File: src/hdl/mss_defines.vh
/*
  Constants of the motor start-up sequencer: register offsets, field
  positions, AXI response codes, state codes and timing counts.
  Assumes a 250 MHz system clock and a 32-bit AXI4-Lite register bus.
*/
`ifndef MSS_DEFINES_VH
`define MSS_DEFINES_VH

// Register byte offsets
`define MSS_OFS_CTRL        8'h00
`define MSS_OFS_MCB         8'h04
`define MSS_OFS_MCB_S       8'h08
`define MSS_OFS_PARK        8'h0C
`define MSS_OFS_PRECHG      8'h10
`define MSS_OFS_SPEED       8'h14
`define MSS_OFS_VF          8'h18
`define MSS_OFS_KTORQ       8'h1C
`define MSS_OFS_CLOSED_LOOP_SWITCH_THRESHOLD       8'h20
`define MSS_OFS_STATUS      8'h24
`define MSS_OFS_OFFSET      8'h28
`define MSS_OFS_FEEDBACK    8'h2C
`define MSS_OFS_ANGLE       8'h30

// Field positions
`define MSS_CTRL_START      0
`define MSS_CTRL_DIR        1
`define MSS_MCB_DIAG_LO     0
`define MSS_MCB_DIAG_HI     1
`define MSS_MCBS_SKIP_CAL   6
`define MSS_DIAG_PARK       2'h1
`define MSS_DIAG_VF         2'h2

// Timing: one park count is 1/64 s, 255 counts is about 4 s
`define MSS_CLK_HZ          250000000
`define MSS_PARK_DIV        64
`define MSS_PARK_TICK       (`MSS_CLK_HZ / `MSS_PARK_DIV)
`define MSS_CAL_SAMPLES     13'h1000
`define MSS_CAL_SHIFT       12

// States
`define MSS_ST_IDLE         3'h0
`define MSS_ST_CAL          3'h1
`define MSS_ST_PRECHG       3'h2
`define MSS_ST_PARK         3'h3
`define MSS_ST_OPEN         3'h4
`define MSS_ST_CLOSED       3'h5
`define MSS_ST_VF           3'h6
`define MSS_ST_FAIL         3'h7

// AXI responses
`define MSS_RESP_OKAY       2'h0
`define MSS_RESP_SLVERR     2'h2

`endif

File: src/hdl/mss_motor_startup_sequencer.v
/*
  Motor start-up sequencer: calibration, bootstrap pre-charge, parking,
  open-loop and closed-loop angle estimation, park and V/Hz diagnostics.
  Assumes AXI4-Lite master on sys_clk, feedback inputs from the ADC
  domain (synchronised here) and a PWM stage that reads the outputs.
*/
`timescale 1ns/1ps
`include "mss_defines.vh"

module mss_motor_startup_sequencer (
  // Clock and reset
  input  wire        sys_clk,
  input  wire        sys_rst,
  // AXI4-Lite write address, data and response
  input  wire [7:0]  s_axi_awaddr,
  input  wire        s_axi_awvalid,
  output reg         s_axi_awready,
  input  wire [31:0] s_axi_wdata,
  input  wire [3:0]  s_axi_wstrb,
  input  wire        s_axi_wvalid,
  output reg         s_axi_wready,
  output reg  [1:0]  s_axi_bresp,
  output reg         s_axi_bvalid,
  input  wire        s_axi_bready,
  // AXI4-Lite read
  input  wire [7:0]  s_axi_araddr,
  input  wire        s_axi_arvalid,
  output reg         s_axi_arready,
  output reg  [31:0] s_axi_rdata,
  output reg  [1:0]  s_axi_rresp,
  output reg         s_axi_rvalid,
  input  wire        s_axi_rready,
  // Current feedback and bus voltage from the converter
  input  wire [11:0] phase_v_current_feedback,
  input  wire [11:0] phase_w_current_feedback,
  input  wire [11:0] filtered_bus_voltage,
  // Drive command to the power stage, calibration offsets and corrected feedback
  output reg         drive_enable,
  output reg  [2:0]  low_side_on,
  output reg  [15:0] drive_angle,
  output reg  [15:0] drive_magnitude,
  output reg         current_regulated,
  output reg  [11:0] offset_v,
  output reg  [11:0] offset_w,
  output reg  [11:0] corrected_v,
  output reg  [11:0] corrected_w
);

  // Software registers
  reg [1:0]  sequencer_control;
  reg [7:0]  motor_control_bits;
  reg [7:0]  secondary_motor_control_bits;
  reg [7:0]  park_angle_first;
  reg [7:0]  park_angle_final;
  reg [7:0]  park_current_level;
  reg [7:0]  park_duration;
  reg [7:0]  precharge_pulse_width;
  reg [7:0]  precharge_pulse_delay;
  reg [15:0] precharge_total_time;
  reg [15:0] speed_setpoint;
  reg [15:0] volts_per_hertz_gain;
  reg [15:0] open_loop_torque_gain;
  reg [15:0] closed_loop_switch_threshold;
  reg [15:0] fail_speed_limit;
  reg        start_failure_flag;

  // Sequencer state
  reg [2:0]  state;
  reg [12:0] cal_count;
  reg [23:0] acc_v;
  reg [23:0] acc_w;
  reg [23:0] tick;
  reg [9:0]  park_count;
  reg [15:0] pc_total;
  reg [7:0]  pc_step;
  reg [1:0]  pc_leg;
  reg        pc_on;
  reg [31:0] est_freq;
  reg [15:0] angle_acc;
  reg [15:0] emf_freq;
  reg [23:0] fail_timer;
  reg        start_q;

  // Two-stage synchronisers for converter inputs
  reg [35:0] fb_meta;
  reg [35:0] fb_sync;
  wire [11:0] fb_v   = fb_sync[11:0];
  wire [11:0] fb_w   = fb_sync[23:12];
  wire [11:0] fb_bus = fb_sync[35:24];

  always @(posedge sys_clk) begin
    if (sys_rst) begin
      fb_meta <= 36'h0;
      fb_sync <= 36'h0;
    end else begin
      fb_meta <= {filtered_bus_voltage, phase_w_current_feedback, phase_v_current_feedback};
      fb_sync <= fb_meta;
    end
  end

  wire run_req  = sequencer_control[`MSS_CTRL_START];
  wire [1:0] diag = motor_control_bits[`MSS_MCB_DIAG_HI:`MSS_MCB_DIAG_LO];
  wire start_edge = run_req & ~start_q;
  wire [9:0] park_total = {park_duration, 2'h0};
  wire [9:0] park_quarter = {2'h0, park_duration};
  // Calibration sums including the current sample, so all 4096 count
  wire [23:0] cal_sum_v = acc_v + {12'h0, fb_v};
  wire [23:0] cal_sum_w = acc_w + {12'h0, fb_w};
  // V/Hz product; the upper half is the voltage command
  wire [31:0] vf_product = volts_per_hertz_gain * emf_freq;

  // AXI write channel: take address and data in either order
  reg [7:0]  aw_addr;
  reg        aw_held;
  reg [31:0] w_data;
  reg [3:0]  w_strb;
  reg        w_held;
  wire       wr_fire = aw_held & w_held & ~s_axi_bvalid;
  wire [31:0] wd = w_data;

  always @(posedge sys_clk) begin
    if (sys_rst) begin
      s_axi_awready <= 1'b0;
      s_axi_wready  <= 1'b0;
      s_axi_bvalid  <= 1'b0;
      s_axi_bresp   <= `MSS_RESP_OKAY;
      aw_held <= 1'b0;
      w_held  <= 1'b0;
      aw_addr <= 8'h00;
      w_data  <= 32'h0;
      w_strb  <= 4'h0;
    end else begin
      s_axi_awready <= ~aw_held & ~s_axi_awready & s_axi_awvalid;
      s_axi_wready  <= ~w_held & ~s_axi_wready & s_axi_wvalid;
      if (s_axi_awvalid & s_axi_awready) begin
        aw_held <= 1'b1;
        aw_addr <= s_axi_awaddr;
      end
      if (s_axi_wvalid & s_axi_wready) begin
        w_held <= 1'b1;
        w_data <= s_axi_wdata;
        w_strb <= s_axi_wstrb;
      end
      if (wr_fire) begin
        aw_held      <= 1'b0;
        w_held       <= 1'b0;
        s_axi_bvalid <= 1'b1;
        s_axi_bresp  <= (aw_addr > `MSS_OFS_CLOSED_LOOP_SWITCH_THRESHOLD + 8'h04) ? `MSS_RESP_SLVERR
                                                          : `MSS_RESP_OKAY;
      end else if (s_axi_bvalid & s_axi_bready) begin
        s_axi_bvalid <= 1'b0;
      end
    end
  end

  // Register writes; settings are sampled live, so stopped edits apply at next start
  // live settings
  always @(posedge sys_clk) begin
    if (sys_rst) begin
      sequencer_control            <= 2'h0;
      motor_control_bits           <= 8'h00;
      secondary_motor_control_bits <= 8'h00;
      park_angle_first             <= 8'h00;
      park_angle_final             <= 8'h00;
      park_current_level           <= 8'h00;
      park_duration                <= 8'h00;
      precharge_pulse_width        <= 8'h00;
      precharge_pulse_delay        <= 8'h00;
      precharge_total_time         <= 16'h0000;
      speed_setpoint               <= 16'h0000;
      volts_per_hertz_gain         <= 16'h0000;
      open_loop_torque_gain        <= 16'h0000;
      closed_loop_switch_threshold <= 16'h0000;
      fail_speed_limit             <= 16'h0000;
    end else if (wr_fire & w_strb[0]) begin
      case (aw_addr)
        `MSS_OFS_CTRL:   sequencer_control <= wd[1:0];
        `MSS_OFS_MCB:    motor_control_bits <= wd[7:0];
        `MSS_OFS_MCB_S:  secondary_motor_control_bits <= wd[7:0];
        `MSS_OFS_PARK: begin
          park_angle_first   <= wd[7:0];
          park_angle_final   <= wd[15:8];
          park_current_level <= wd[23:16];
          park_duration      <= wd[31:24];
        end
        `MSS_OFS_PRECHG: begin
          precharge_pulse_width <= wd[7:0];
          precharge_pulse_delay <= wd[15:8];
          precharge_total_time  <= wd[31:16];
        end
        `MSS_OFS_SPEED:  speed_setpoint <= wd[15:0];
        `MSS_OFS_VF:     volts_per_hertz_gain <= wd[15:0];
        `MSS_OFS_KTORQ:  open_loop_torque_gain <= wd[15:0];
        `MSS_OFS_CLOSED_LOOP_SWITCH_THRESHOLD: begin
          closed_loop_switch_threshold <= wd[15:0];
          fail_speed_limit             <= wd[31:16];
        end
        default: ;
      endcase
    end
  end

  // AXI read channel, one read at a time
  always @(posedge sys_clk) begin
    if (sys_rst) begin
      s_axi_arready <= 1'b0;
      s_axi_rvalid  <= 1'b0;
      s_axi_rdata   <= 32'h0;
      s_axi_rresp   <= `MSS_RESP_OKAY;
    end else begin
      s_axi_arready <= ~s_axi_arready & ~s_axi_rvalid & s_axi_arvalid;
      if (s_axi_arvalid & s_axi_arready) begin
        s_axi_rvalid <= 1'b1;
        s_axi_rresp  <= `MSS_RESP_OKAY;
        case (s_axi_araddr)
          `MSS_OFS_CTRL:     s_axi_rdata <= {30'h0, sequencer_control};
          `MSS_OFS_MCB:      s_axi_rdata <= {24'h0, motor_control_bits};
          `MSS_OFS_MCB_S:    s_axi_rdata <= {24'h0, secondary_motor_control_bits};
          `MSS_OFS_PARK:     s_axi_rdata <= {park_duration, park_current_level,
                                             park_angle_final, park_angle_first};
          `MSS_OFS_PRECHG:   s_axi_rdata <= {precharge_total_time, precharge_pulse_delay,
                                             precharge_pulse_width};
          `MSS_OFS_SPEED:    s_axi_rdata <= {16'h0, speed_setpoint};
          `MSS_OFS_VF:       s_axi_rdata <= {16'h0, volts_per_hertz_gain};
          `MSS_OFS_KTORQ:    s_axi_rdata <= {16'h0, open_loop_torque_gain};
          `MSS_OFS_CLOSED_LOOP_SWITCH_THRESHOLD:    s_axi_rdata <= {fail_speed_limit, closed_loop_switch_threshold};
          `MSS_OFS_STATUS:   s_axi_rdata <= {27'h0, start_failure_flag, 1'b0, state};
          `MSS_OFS_OFFSET:   s_axi_rdata <= {4'h0, offset_w, 4'h0, offset_v};
          `MSS_OFS_FEEDBACK: s_axi_rdata <= {4'h0, corrected_w, 4'h0, corrected_v};
          `MSS_OFS_ANGLE:    s_axi_rdata <= {est_freq[31:16], drive_angle};
          default: begin
            s_axi_rdata <= 32'h0;
            s_axi_rresp <= `MSS_RESP_SLVERR;
          end
        endcase
      end else if (s_axi_rvalid & s_axi_rready) begin
        s_axi_rvalid <= 1'b0;
      end
    end
  end

  // Offset-corrected feedback
  // subtract offset
  always @(posedge sys_clk) begin
    if (sys_rst) begin
      corrected_v <= 12'h000;
      corrected_w <= 12'h000;
    end else begin
      corrected_v <= fb_v - offset_v;
      corrected_w <= fb_w - offset_w;
    end
  end

  // Start-up sequencer
  always @(posedge sys_clk) begin
    if (sys_rst) begin
      state              <= `MSS_ST_IDLE;
      start_q            <= 1'b0;
      cal_count          <= 13'h0;
      acc_v              <= 24'h0;
      acc_w              <= 24'h0;
      offset_v           <= 12'h000;
      offset_w           <= 12'h000;
      tick               <= 24'h0;
      park_count         <= 10'h0;
      pc_total           <= 16'h0;
      pc_step            <= 8'h00;
      pc_leg             <= 2'h0;
      pc_on              <= 1'b0;
      est_freq           <= 32'h0;
      angle_acc          <= 16'h0;
      emf_freq           <= 16'h0;
      fail_timer         <= 24'h0;
      start_failure_flag <= 1'b0;
      drive_enable       <= 1'b0;
      low_side_on        <= 3'h0;
      drive_angle        <= 16'h0;
      drive_magnitude    <= 16'h0;
      current_regulated  <= 1'b0;
    end else begin
      start_q <= run_req;
      if (~run_req) begin
        // Stop: everything off, ready for next start
        state             <= `MSS_ST_IDLE;
        drive_enable      <= 1'b0;
        low_side_on       <= 3'h0;
        drive_magnitude   <= 16'h0;
        current_regulated <= 1'b0;
      end else begin
        case (state)
          `MSS_ST_IDLE: begin
            if (start_edge) begin
              start_failure_flag <= 1'b0;
              cal_count <= 13'h0;
              acc_v     <= 24'h0;
              acc_w     <= 24'h0;
              state <= secondary_motor_control_bits[`MSS_MCBS_SKIP_CAL] ? `MSS_ST_PRECHG
                                                                         : `MSS_ST_CAL;
              pc_total <= 16'h0;
              pc_step  <= 8'h00;
              pc_leg   <= 2'h0;
              pc_on    <= 1'b1;
            end
          end
          `MSS_ST_CAL: begin
            acc_v     <= cal_sum_v;
            acc_w     <= cal_sum_w;
            cal_count <= cal_count + 13'h1;
            if (cal_count == `MSS_CAL_SAMPLES - 13'h1) begin
              offset_v <= cal_sum_v[`MSS_CAL_SHIFT+11:`MSS_CAL_SHIFT];
              offset_w <= cal_sum_w[`MSS_CAL_SHIFT+11:`MSS_CAL_SHIFT];
              state    <= `MSS_ST_PRECHG;
            end
          end
          `MSS_ST_PRECHG: begin
            pc_total <= pc_total + 16'h1;
            pc_step  <= pc_step + 8'h1;
            low_side_on <= pc_on ? (3'h1 << pc_leg) : 3'h0;
            if (pc_on & pc_step >= precharge_pulse_width) begin
              pc_on   <= 1'b0;
              pc_step <= 8'h00;
            end else if (~pc_on & pc_step >= precharge_pulse_delay) begin
              pc_on   <= 1'b1;
              pc_step <= 8'h00;
              pc_leg  <= (pc_leg == 2'h2) ? 2'h0 : pc_leg + 2'h1;
            end
            if (pc_total >= precharge_total_time) begin
              low_side_on <= 3'h0;
              tick        <= 24'h0;
              park_count  <= 10'h0;
              est_freq    <= 32'h0;
              if (diag == `MSS_DIAG_VF)
                state <= `MSS_ST_VF;
              else if (park_duration == 8'h00 && diag != `MSS_DIAG_PARK)
                state <= `MSS_ST_OPEN;
              else
                state <= `MSS_ST_PARK;
            end
          end
          `MSS_ST_PARK: begin
            drive_enable    <= 1'b1;
            drive_magnitude <= {park_current_level, 8'h00};
            drive_angle     <= (park_count < park_quarter) ? {park_angle_first, 8'h00}
                                                           : {park_angle_final, 8'h00};
            angle_acc       <= {park_angle_final, 8'h00};
            tick <= tick + 24'h1;
            if (tick == `MSS_PARK_TICK / 4 - 1) begin
              tick <= 24'h0;
              if (park_count != 10'h3FF)
                park_count <= park_count + 10'h1;
            end
            if (diag != `MSS_DIAG_PARK && park_count >= park_total)
              state <= `MSS_ST_OPEN;
          end
          `MSS_ST_OPEN: begin
            drive_enable      <= 1'b1;
            current_regulated <= 1'b1;
            drive_magnitude   <= {park_current_level, 8'h00};
            est_freq  <= est_freq + {16'h0, open_loop_torque_gain};
            angle_acc <= sequencer_control[`MSS_CTRL_DIR] ? angle_acc - est_freq[31:16]
                                                          : angle_acc + est_freq[31:16];
            drive_angle <= angle_acc;
            fail_timer  <= 24'h0;
            if (est_freq[31:16] >= closed_loop_switch_threshold) begin
              emf_freq <= est_freq[31:16];
              state    <= `MSS_ST_CLOSED;
            end
          end
          // drive depth from back EMF speed and bus
          `MSS_ST_CLOSED: begin
            current_regulated <= 1'b0;
            emf_freq  <= emf_freq + ((emf_freq < speed_setpoint) ? 16'h1 : 16'h0)
                                  - ((emf_freq > speed_setpoint) ? 16'h1 : 16'h0);
            drive_magnitude <= ({4'h0, fb_bus} * {8'h00, emf_freq[15:8]}) >> 4;
            angle_acc <= sequencer_control[`MSS_CTRL_DIR] ? angle_acc - emf_freq
                                                          : angle_acc + emf_freq;
            drive_angle <= angle_acc;
            if (fail_timer != `MSS_PARK_TICK) begin
              fail_timer <= fail_timer + 24'h1;
            end else if (emf_freq < fail_speed_limit || fb_bus == 12'h000) begin
              start_failure_flag <= 1'b1;
              state <= `MSS_ST_FAIL;
            end
          end
          `MSS_ST_VF: begin
            drive_enable    <= 1'b1;
            emf_freq        <= speed_setpoint;
            drive_magnitude <= vf_product[31:16];
            angle_acc       <= angle_acc + emf_freq;
            drive_angle     <= angle_acc;
            if (diag != `MSS_DIAG_VF)
              state <= `MSS_ST_IDLE;
          end
          `MSS_ST_FAIL: begin
            drive_enable    <= 1'b0;
            drive_magnitude <= 16'h0;
          end
          default: state <= `MSS_ST_IDLE;
        endcase
      end
    end
  end

endmodule // mss_motor_startup_sequencer

File: config.mk
export PLATFORM = sky130hd
export DESIGN_NAME = mss_motor_startup_sequencer
export DESIGN_NICKNAME = d
export VERILOG_FILES = /design/src/hdl/mss_motor_startup_sequencer.v
export VERILOG_INCLUDE_DIRS = /design/src /design/src/hdl
export SDC_FILE = /design/constraint.sdc
export NUM_CORES = 2
export LEC_CHECK = 0
export ABC_AREA = 0
export BUFFER_PORTS_ARGS = -buffer_cell sky130_fd_sc_hd__buf_4
export CORE_ASPECT_RATIO = 0.7
export CORE_MARGIN = 10
export CORE_UTILIZATION = 33
export DETAILED_ROUTE_END_ITERATION = 6
export PLACE_DENSITY = 0.52
export SYNTH_ARGS = -nofsm -noshare
export SYNTH_HDL_FRONTEND = slang
export SYNTH_SLANG_ARGS = --single-unit
File: constraint.sdc
create_clock -name sys_clk -period 13 [get_ports sys_clk]
set_input_delay 1.3 -clock sys_clk [delete_from_list [all_inputs] [get_ports sys_clk]]
set_output_delay 1.3 -clock sys_clk [all_outputs]
set_load 0.01 [all_outputs]
Word-level counts from Yosys, hierarchy flattened
Cells that the tools add are included.
{"block": "totals", "ff_bits": 618}
{"block": "classes", "add_sub_neg": 18, "mul": 2, "magnitude_cmp": 10, "eq_ne": 49, "shifts": 1, "mux": 68, "bitwise": 27, "reduce_logical": 51}
{"operator": "one-hot mux 32 bit (13 select lines)", "count": 1}
{"operator": "one-hot mux 24 bit (2 select lines)", "count": 4}
{"operator": "one-hot mux 16 bit (4 select lines)", "count": 2}
{"operator": "2-to-1 mux 24 bit", "count": 4}
{"operator": "2-to-1 mux 16 bit", "count": 5}
{"operator": "== test 8 x 5 -> 1 bit (second input constant)", "count": 8}
{"operator": "one-hot mux 16 bit (2 select lines)", "count": 2}
{"operator": "one-hot mux 32 bit (2 select lines)", "count": 1}
{"operator": "adder 24 x 1 -> 24 bit (second input constant)", "count": 2}
{"operator": "adder 24 x 12 -> 24 bit", "count": 2}
{"operator": "== test 8 x 6 -> 1 bit (second input constant)", "count": 6}
{"operator": "one-hot mux 16 bit (3 select lines)", "count": 1}
{"operator": "2-to-1 mux 3 bit", "count": 12}
{"operator": "adder 16 bit", "count": 2}
{"operator": "adder 32 x 16 -> 32 bit", "count": 1}
{"operator": "== test 8 x 4 -> 1 bit (second input constant)", "count": 4}
{"operator": "greater-or-equal comparator 16 bit", "count": 2}
{"operator": "< comparator 16 bit", "count": 2}
{"operator": "multiplier 16 x 16 -> 32 bit", "count": 1}
{"operator": "2-to-1 mux 32 bit", "count": 1}
{"operator": "subtractor 16 bit", "count": 2}
{"operator": "2-to-1 mux 10 bit", "count": 3}
{"operator": "inequality test 2 bit (second input constant)", "count": 14}
{"operator": "one-hot mux 13 bit (2 select lines)", "count": 1}
{"operator": "54 further kinds", "count": 143}

Depth between registers and ports, before layout
{"block": "depth", "word_depth": 6, "depth_mapped": 24, "mapped_depth_nobuf": 23}

Least setup slack after synthesis
No wires, ideal clock.
{"block": "synth_timing", "kind": "reg2reg", "startpoint": "reg emf_freq[15]", "endpoint": "reg drive_magnitude[9]", "arrival_ps": 6297, "required_ps": 12926, "setup_slack_ps": 6629, "stages_incl_launch_ff": 23, "n_path_buf": 2, "synth_period_minus_slack_ps": 6371, "path_cell_list": "dfxtp_1 clkbuf_1 clkbuf_1 nand2_1 fa_1 fa_1 inv_1 fa_1 fa_1 fa_1 inv_1 fa_1 inv_1 ha_1 and4_1 a21o_1 o21ai_0 o21ai_1 nand3_2 a311oi_1 nor3_1 or3_1 a31oi_1"}
{"block": "synth_via", "elab_chain_len": 2, "word_cells_on_any_way": 3, "classes_between": "2 x mul; 1 x mux"}
{"element": "start: declaration", "line": "mss_motor_startup_sequencer.v:80", "text": "reg [15:0] emf_freq;"}
{"element": "start signal: assignment", "line": "mss_motor_startup_sequencer.v:365", "text": "emf_freq <= est_freq[31:16];"}
{"element": "start signal: assignment", "line": "mss_motor_startup_sequencer.v:372", "text": "emf_freq <= emf_freq + ((emf_freq < speed_setpoint) ? 16'h1 : 16'h0)"}
{"element": "start signal: assignment", "line": "mss_motor_startup_sequencer.v:387", "text": "emf_freq <= speed_setpoint;"}
{"element": "multiplier 16 x 16 -> 32 bit / multiplier 12 x 8 -> 16 bit (equally long branches)", "line": "mss_motor_startup_sequencer.v:110, mss_motor_startup_sequencer.v:374"}
{"element": "one-hot mux 16 bit (4 select lines) *", "line": "mss_motor_startup_sequencer.v:290", "text": "case (state)"}
{"element": "end signal: assignment", "line": "mss_motor_startup_sequencer.v:342", "text": "drive_magnitude <= {park_current_level, 8'h00};"}
{"element": "end signal: assignment", "line": "mss_motor_startup_sequencer.v:358", "text": "drive_magnitude <= {park_current_level, 8'h00};"}
{"element": "end signal: assignment", "line": "mss_motor_startup_sequencer.v:374", "text": "drive_magnitude <= ({4'h0, fb_bus} * {8'h00, emf_freq[15:8]}) >> 4;"}
{"element": "end: declaration", "line": "mss_motor_startup_sequencer.v:41", "text": "output reg [15:0] drive_magnitude,"}
Every way passes the cells marked *; elsewhere a longest branch is shown, timed or not.
A chain may end at the register's enable or synchronous reset.

Worst setup path after layout
{"block": "layout_timing", "startpoint": "reg emf_freq[9]", "endpoint": "reg drive_magnitude[9]"}
Same word-level chain as after synthesis.

==> flow_summary.yaml <==
flow_run:
  maxCapViolations: 0
clock_network:
  cts_inserted_buffers: 71
  clkSlewWorstSetupHoldPaths_ns: 0.07
  clockBufferDepth: 3
  htreeDepth: 3
  clkSinkCount: 616
  post-cts-setup-buffers: 0
  cts_tree: "built"
  ctsHoldBuffers: 0
  cts_root_buf: "clkbuf_16"
  ctsResizeCount: 0
  clock_latency_ns: 0.70
routing:
  dr_wl_met2_mm: 63.64
  met3_length_mm: 14.12
  wl_mm: 161.6
  drt-wirelength-per-cell_um: 22.72
  viasPerCell: 5.397
  wl_met1_mm: 79.72
  routed.top_layer: "met4"
  drtAntennaViolNets: 0
  initialDrtViolationCount: 3821
  drc: 0
  num_vias: 38400
  dr.pass1.iters: 6
grt:
  track_usage: 0.2136
  overflow: 0
  grt_start_max_net_pins: 183
  grt_pass1_wl_mm: 240.1
  grt_pass1_vias: 36330
  antenna_found_initial: 4
cells_and_area:
  fillers: 13470
  final_cell_mix: "635 x nand2_1, 613 x dfxtp_1, 493 x inv_1"
  final_common_cell: "nand2_1"
  area_growth_syn_to_layout_pct: 13.60
  diodes: 0
  final_core_util: 0.3773
  nets: 6011
  drive_gt1_frac: 0.08764
logic_synthesis:
  synth_edf_count: 0
  ys_ff_latch: 616
  synth_cell_type_count: 97
  synth-compound-area-share: 0.1696
  avgSynthCellArea_um2: 8.317
  yosysTopAreaCellShare: 0.2838
  async_reset_ff_frac: 0
  synthFlopType: "dfxtp_1"
  synth_mux_area_frac: 0.01849
  synth-simple-area-share: 0.1949
  synth_xor_area_frac: 0.04515
  synthAdderAreaFrac: 0.2198
  synth.largest_area_cell: "dfxtp_1"
  netlist_instances: 5224
  synth_top_family_by_area: "adder cells"
  synth_area_leaders: "dfxtp_1 28%, fa_1 12%, ha_1 10%, nand2_1 5.5%, inv_1 4.3%"
  ys_seq_area_frac: 0.2838
  syn-cell-area_mm2: 0.04345
  yosysWarningCount: 0
critical_path:
  cpPeakStageDelay_ns: 0.58
  crit_buf_inv: 6
  path_cells: "buf_4 > nand2_1 > fa_1 > inv_1 > fa_1 > inv_1 > fa_1 > inv_1 > fa_1 > fa_1 > inv_1 > fa_1 > inv_1 > ha_1 > and4_1 > a21o_1 > o21ai_0 > o21ai_1 > nand3_2 > a311oi_1 > nor3_1 > or3_1 > a31oi_1"
  cp_max_fo: 25
  crit_family: "adder cells"
  required_ns: 13.62
  crit_top_cell: "fa_1"
  crit_type: "register to register"
  arrival_ns: 8.05
  critPathSlowestCell: "dfxtp_1"
  crit_path_end_kind: "register"
  setup.worst_path.start_class: "register"
timing:
  worstMarginPinSlew_ns: 1.370
  setup_viol: 0
  clock_skew_ns: 0.04177
  slew_violations: 0
  rsz0062_at_grt: "no"
  finalCritPeriodShare: 0.5714
  fmax_mhz: 134.6
  slew_headroom: 0.08334
  period_needed_ns: 7.428
  timing.setup.tns_ns: 0
  hold_viol: 0
floorplanning:
  core_mm2: 0.1308
  initial_core_util: 0.3321
  die_y_um: 323.6
  num_io_pins: 221
  die_area_mm2: 0.1468
  chipWidth_um: 453.7
  rows: 111
power:
  power_switching_mw: 1.041
  combPwrFrac: 0.033
  finalPower_mw: 4.255
  sw_frac_of_total: 0.2446
  p_per_area_mw_per_mm2: 86.21
  p_int_mw: 3.214
  peakVddDrop_v: 0.00008928
  clkPwrFrac: 0.511
  power_frac_seq: 0.456
  power_leakage_nw: 19.88
place:
  place_congestion: 0.9527
  dp_hpwl_mm: 121.1
  io_buffers: 215
hold_path:
  hold_class: "register to register"
run_status:
  status: "finished, final reports clean"
[power groups by stage]
stage	sequential, mW	combinational [mW]	clock [mW]
after global placement	1.98	0.140	0
after CTS	1.94	0.141	2.22
final	1.94	0.141	2.17
after detailed placement	1.98	0.141	0
after floorplan	1.96	0.0802	0
after global routing	1.94	0.155	2.29
[sequential cells by signal, summed over array words and instances (netlist names), 13 cells and up]
| signal | count |
|---|---|
| fail_timer | 24 |
| emf_freq | 16 |
| drive_angle | 16 |
| volts_per_hertz_gain | 16 |
| pc_total | 16 |
| drive_magnitude | 16 |
| est_freq | 32 |
| acc_w | 24 |
| tick | 24 |
| speed_setpoint | 16 |
| precharge_total_time | 16 |
| cal_count | 13 |
| fb_sync | 36 |
| acc_v | 24 |
| open_loop_torque_gain | 16 |
| fail_speed_limit | 16 |
| fb_meta | 36 |
| s_axi_rdata | 32 |
| angle_acc | 16 |
| w_data | 32 |
| closed_loop_switch_threshold | 16 |
[cell usage after synthesis, types with 65 or more instances]
master	instances
a21o_1	72
a21oi_1	351
a22oi_1	132
a31oi_1	65
and2_1	165
clkbuf_1	239
dfxtp_1	616
fa_1	257
ha_1	352
inv_1	493
mux2i_1	78
nand2_1	635
nand3_1	93
nor2_1	444
nor2b_1	97
nor3_1	93
o21ai_0	154
xnor2_1	123
xor2_1	101
[cell type report]
class / count / area (µm²) / area share
Clock inverter: 32 / 460.4 / 0.009329
Timing Repair Buffer: 291 / 2217 / 0.04492
Inverter: 497 / 1866 / 0.03780
Multi-Input combinational cell: 3830 / 28260 / 0.5726
Clock buffer: 97 / 2026 / 0.04104
Tap cell: 1751 / 2191 / 0.04439
Sequential cell: 616 / 12340 / 0.2499
[path summary, 6_finish.rpt]
path / from / cells after the start / slack [ns] / end
max reg2reg: emf_freq[9] / 23 / 5.57 / drive_magnitude[9]
min: fb_meta[26] / 1 / 0.43 / fb_sync[26]
min reg2reg: fb_meta[26] / 1 / 0.43 / fb_sync[26]
max: emf_freq[9] / 23 / 5.57 / drive_magnitude[9]
[cells by family (layout without fill, tap and decap cells)]
group / Yosys count / in the layout
simple gates: 1794 / 1794
xor+xnor: 224 / 224
buf+inv: 779 / 917
other cells: 1 / 2
flops: 616 / 616
fa+ha+maj: 609 / 609
compound gates: 1121 / 1121
mux: 80 / 80
[routing by layer]
layer  up-vias  track usage
met2      1495       0.2949
li1      17980            -
met1     18740       0.3285
met4         0      0.05617
met3       184      0.04549
met5         -            0
[per-stage QoR]
stage | setup slack [ns] | instances | area, µm² | hold slack [ns]
4_1_cts | 5.587 | 7114 | 49360 | 0.4352
5_1_grt | 5.179 | 7114 | 49360 | 0.4489
3_3_place_gp | 5.646 | 6985 | 46870 | 0.4172
3_5_place_dp | 5.627 | 6985 | 46870 | 0.4218
2_1_floorplan | 6.629 | 5225 | 43450 | 0.4138
6_report | 5.572 | 7114 | 49360 | 0.4313
Note: power is estimated with default switching activity, not from simulation.
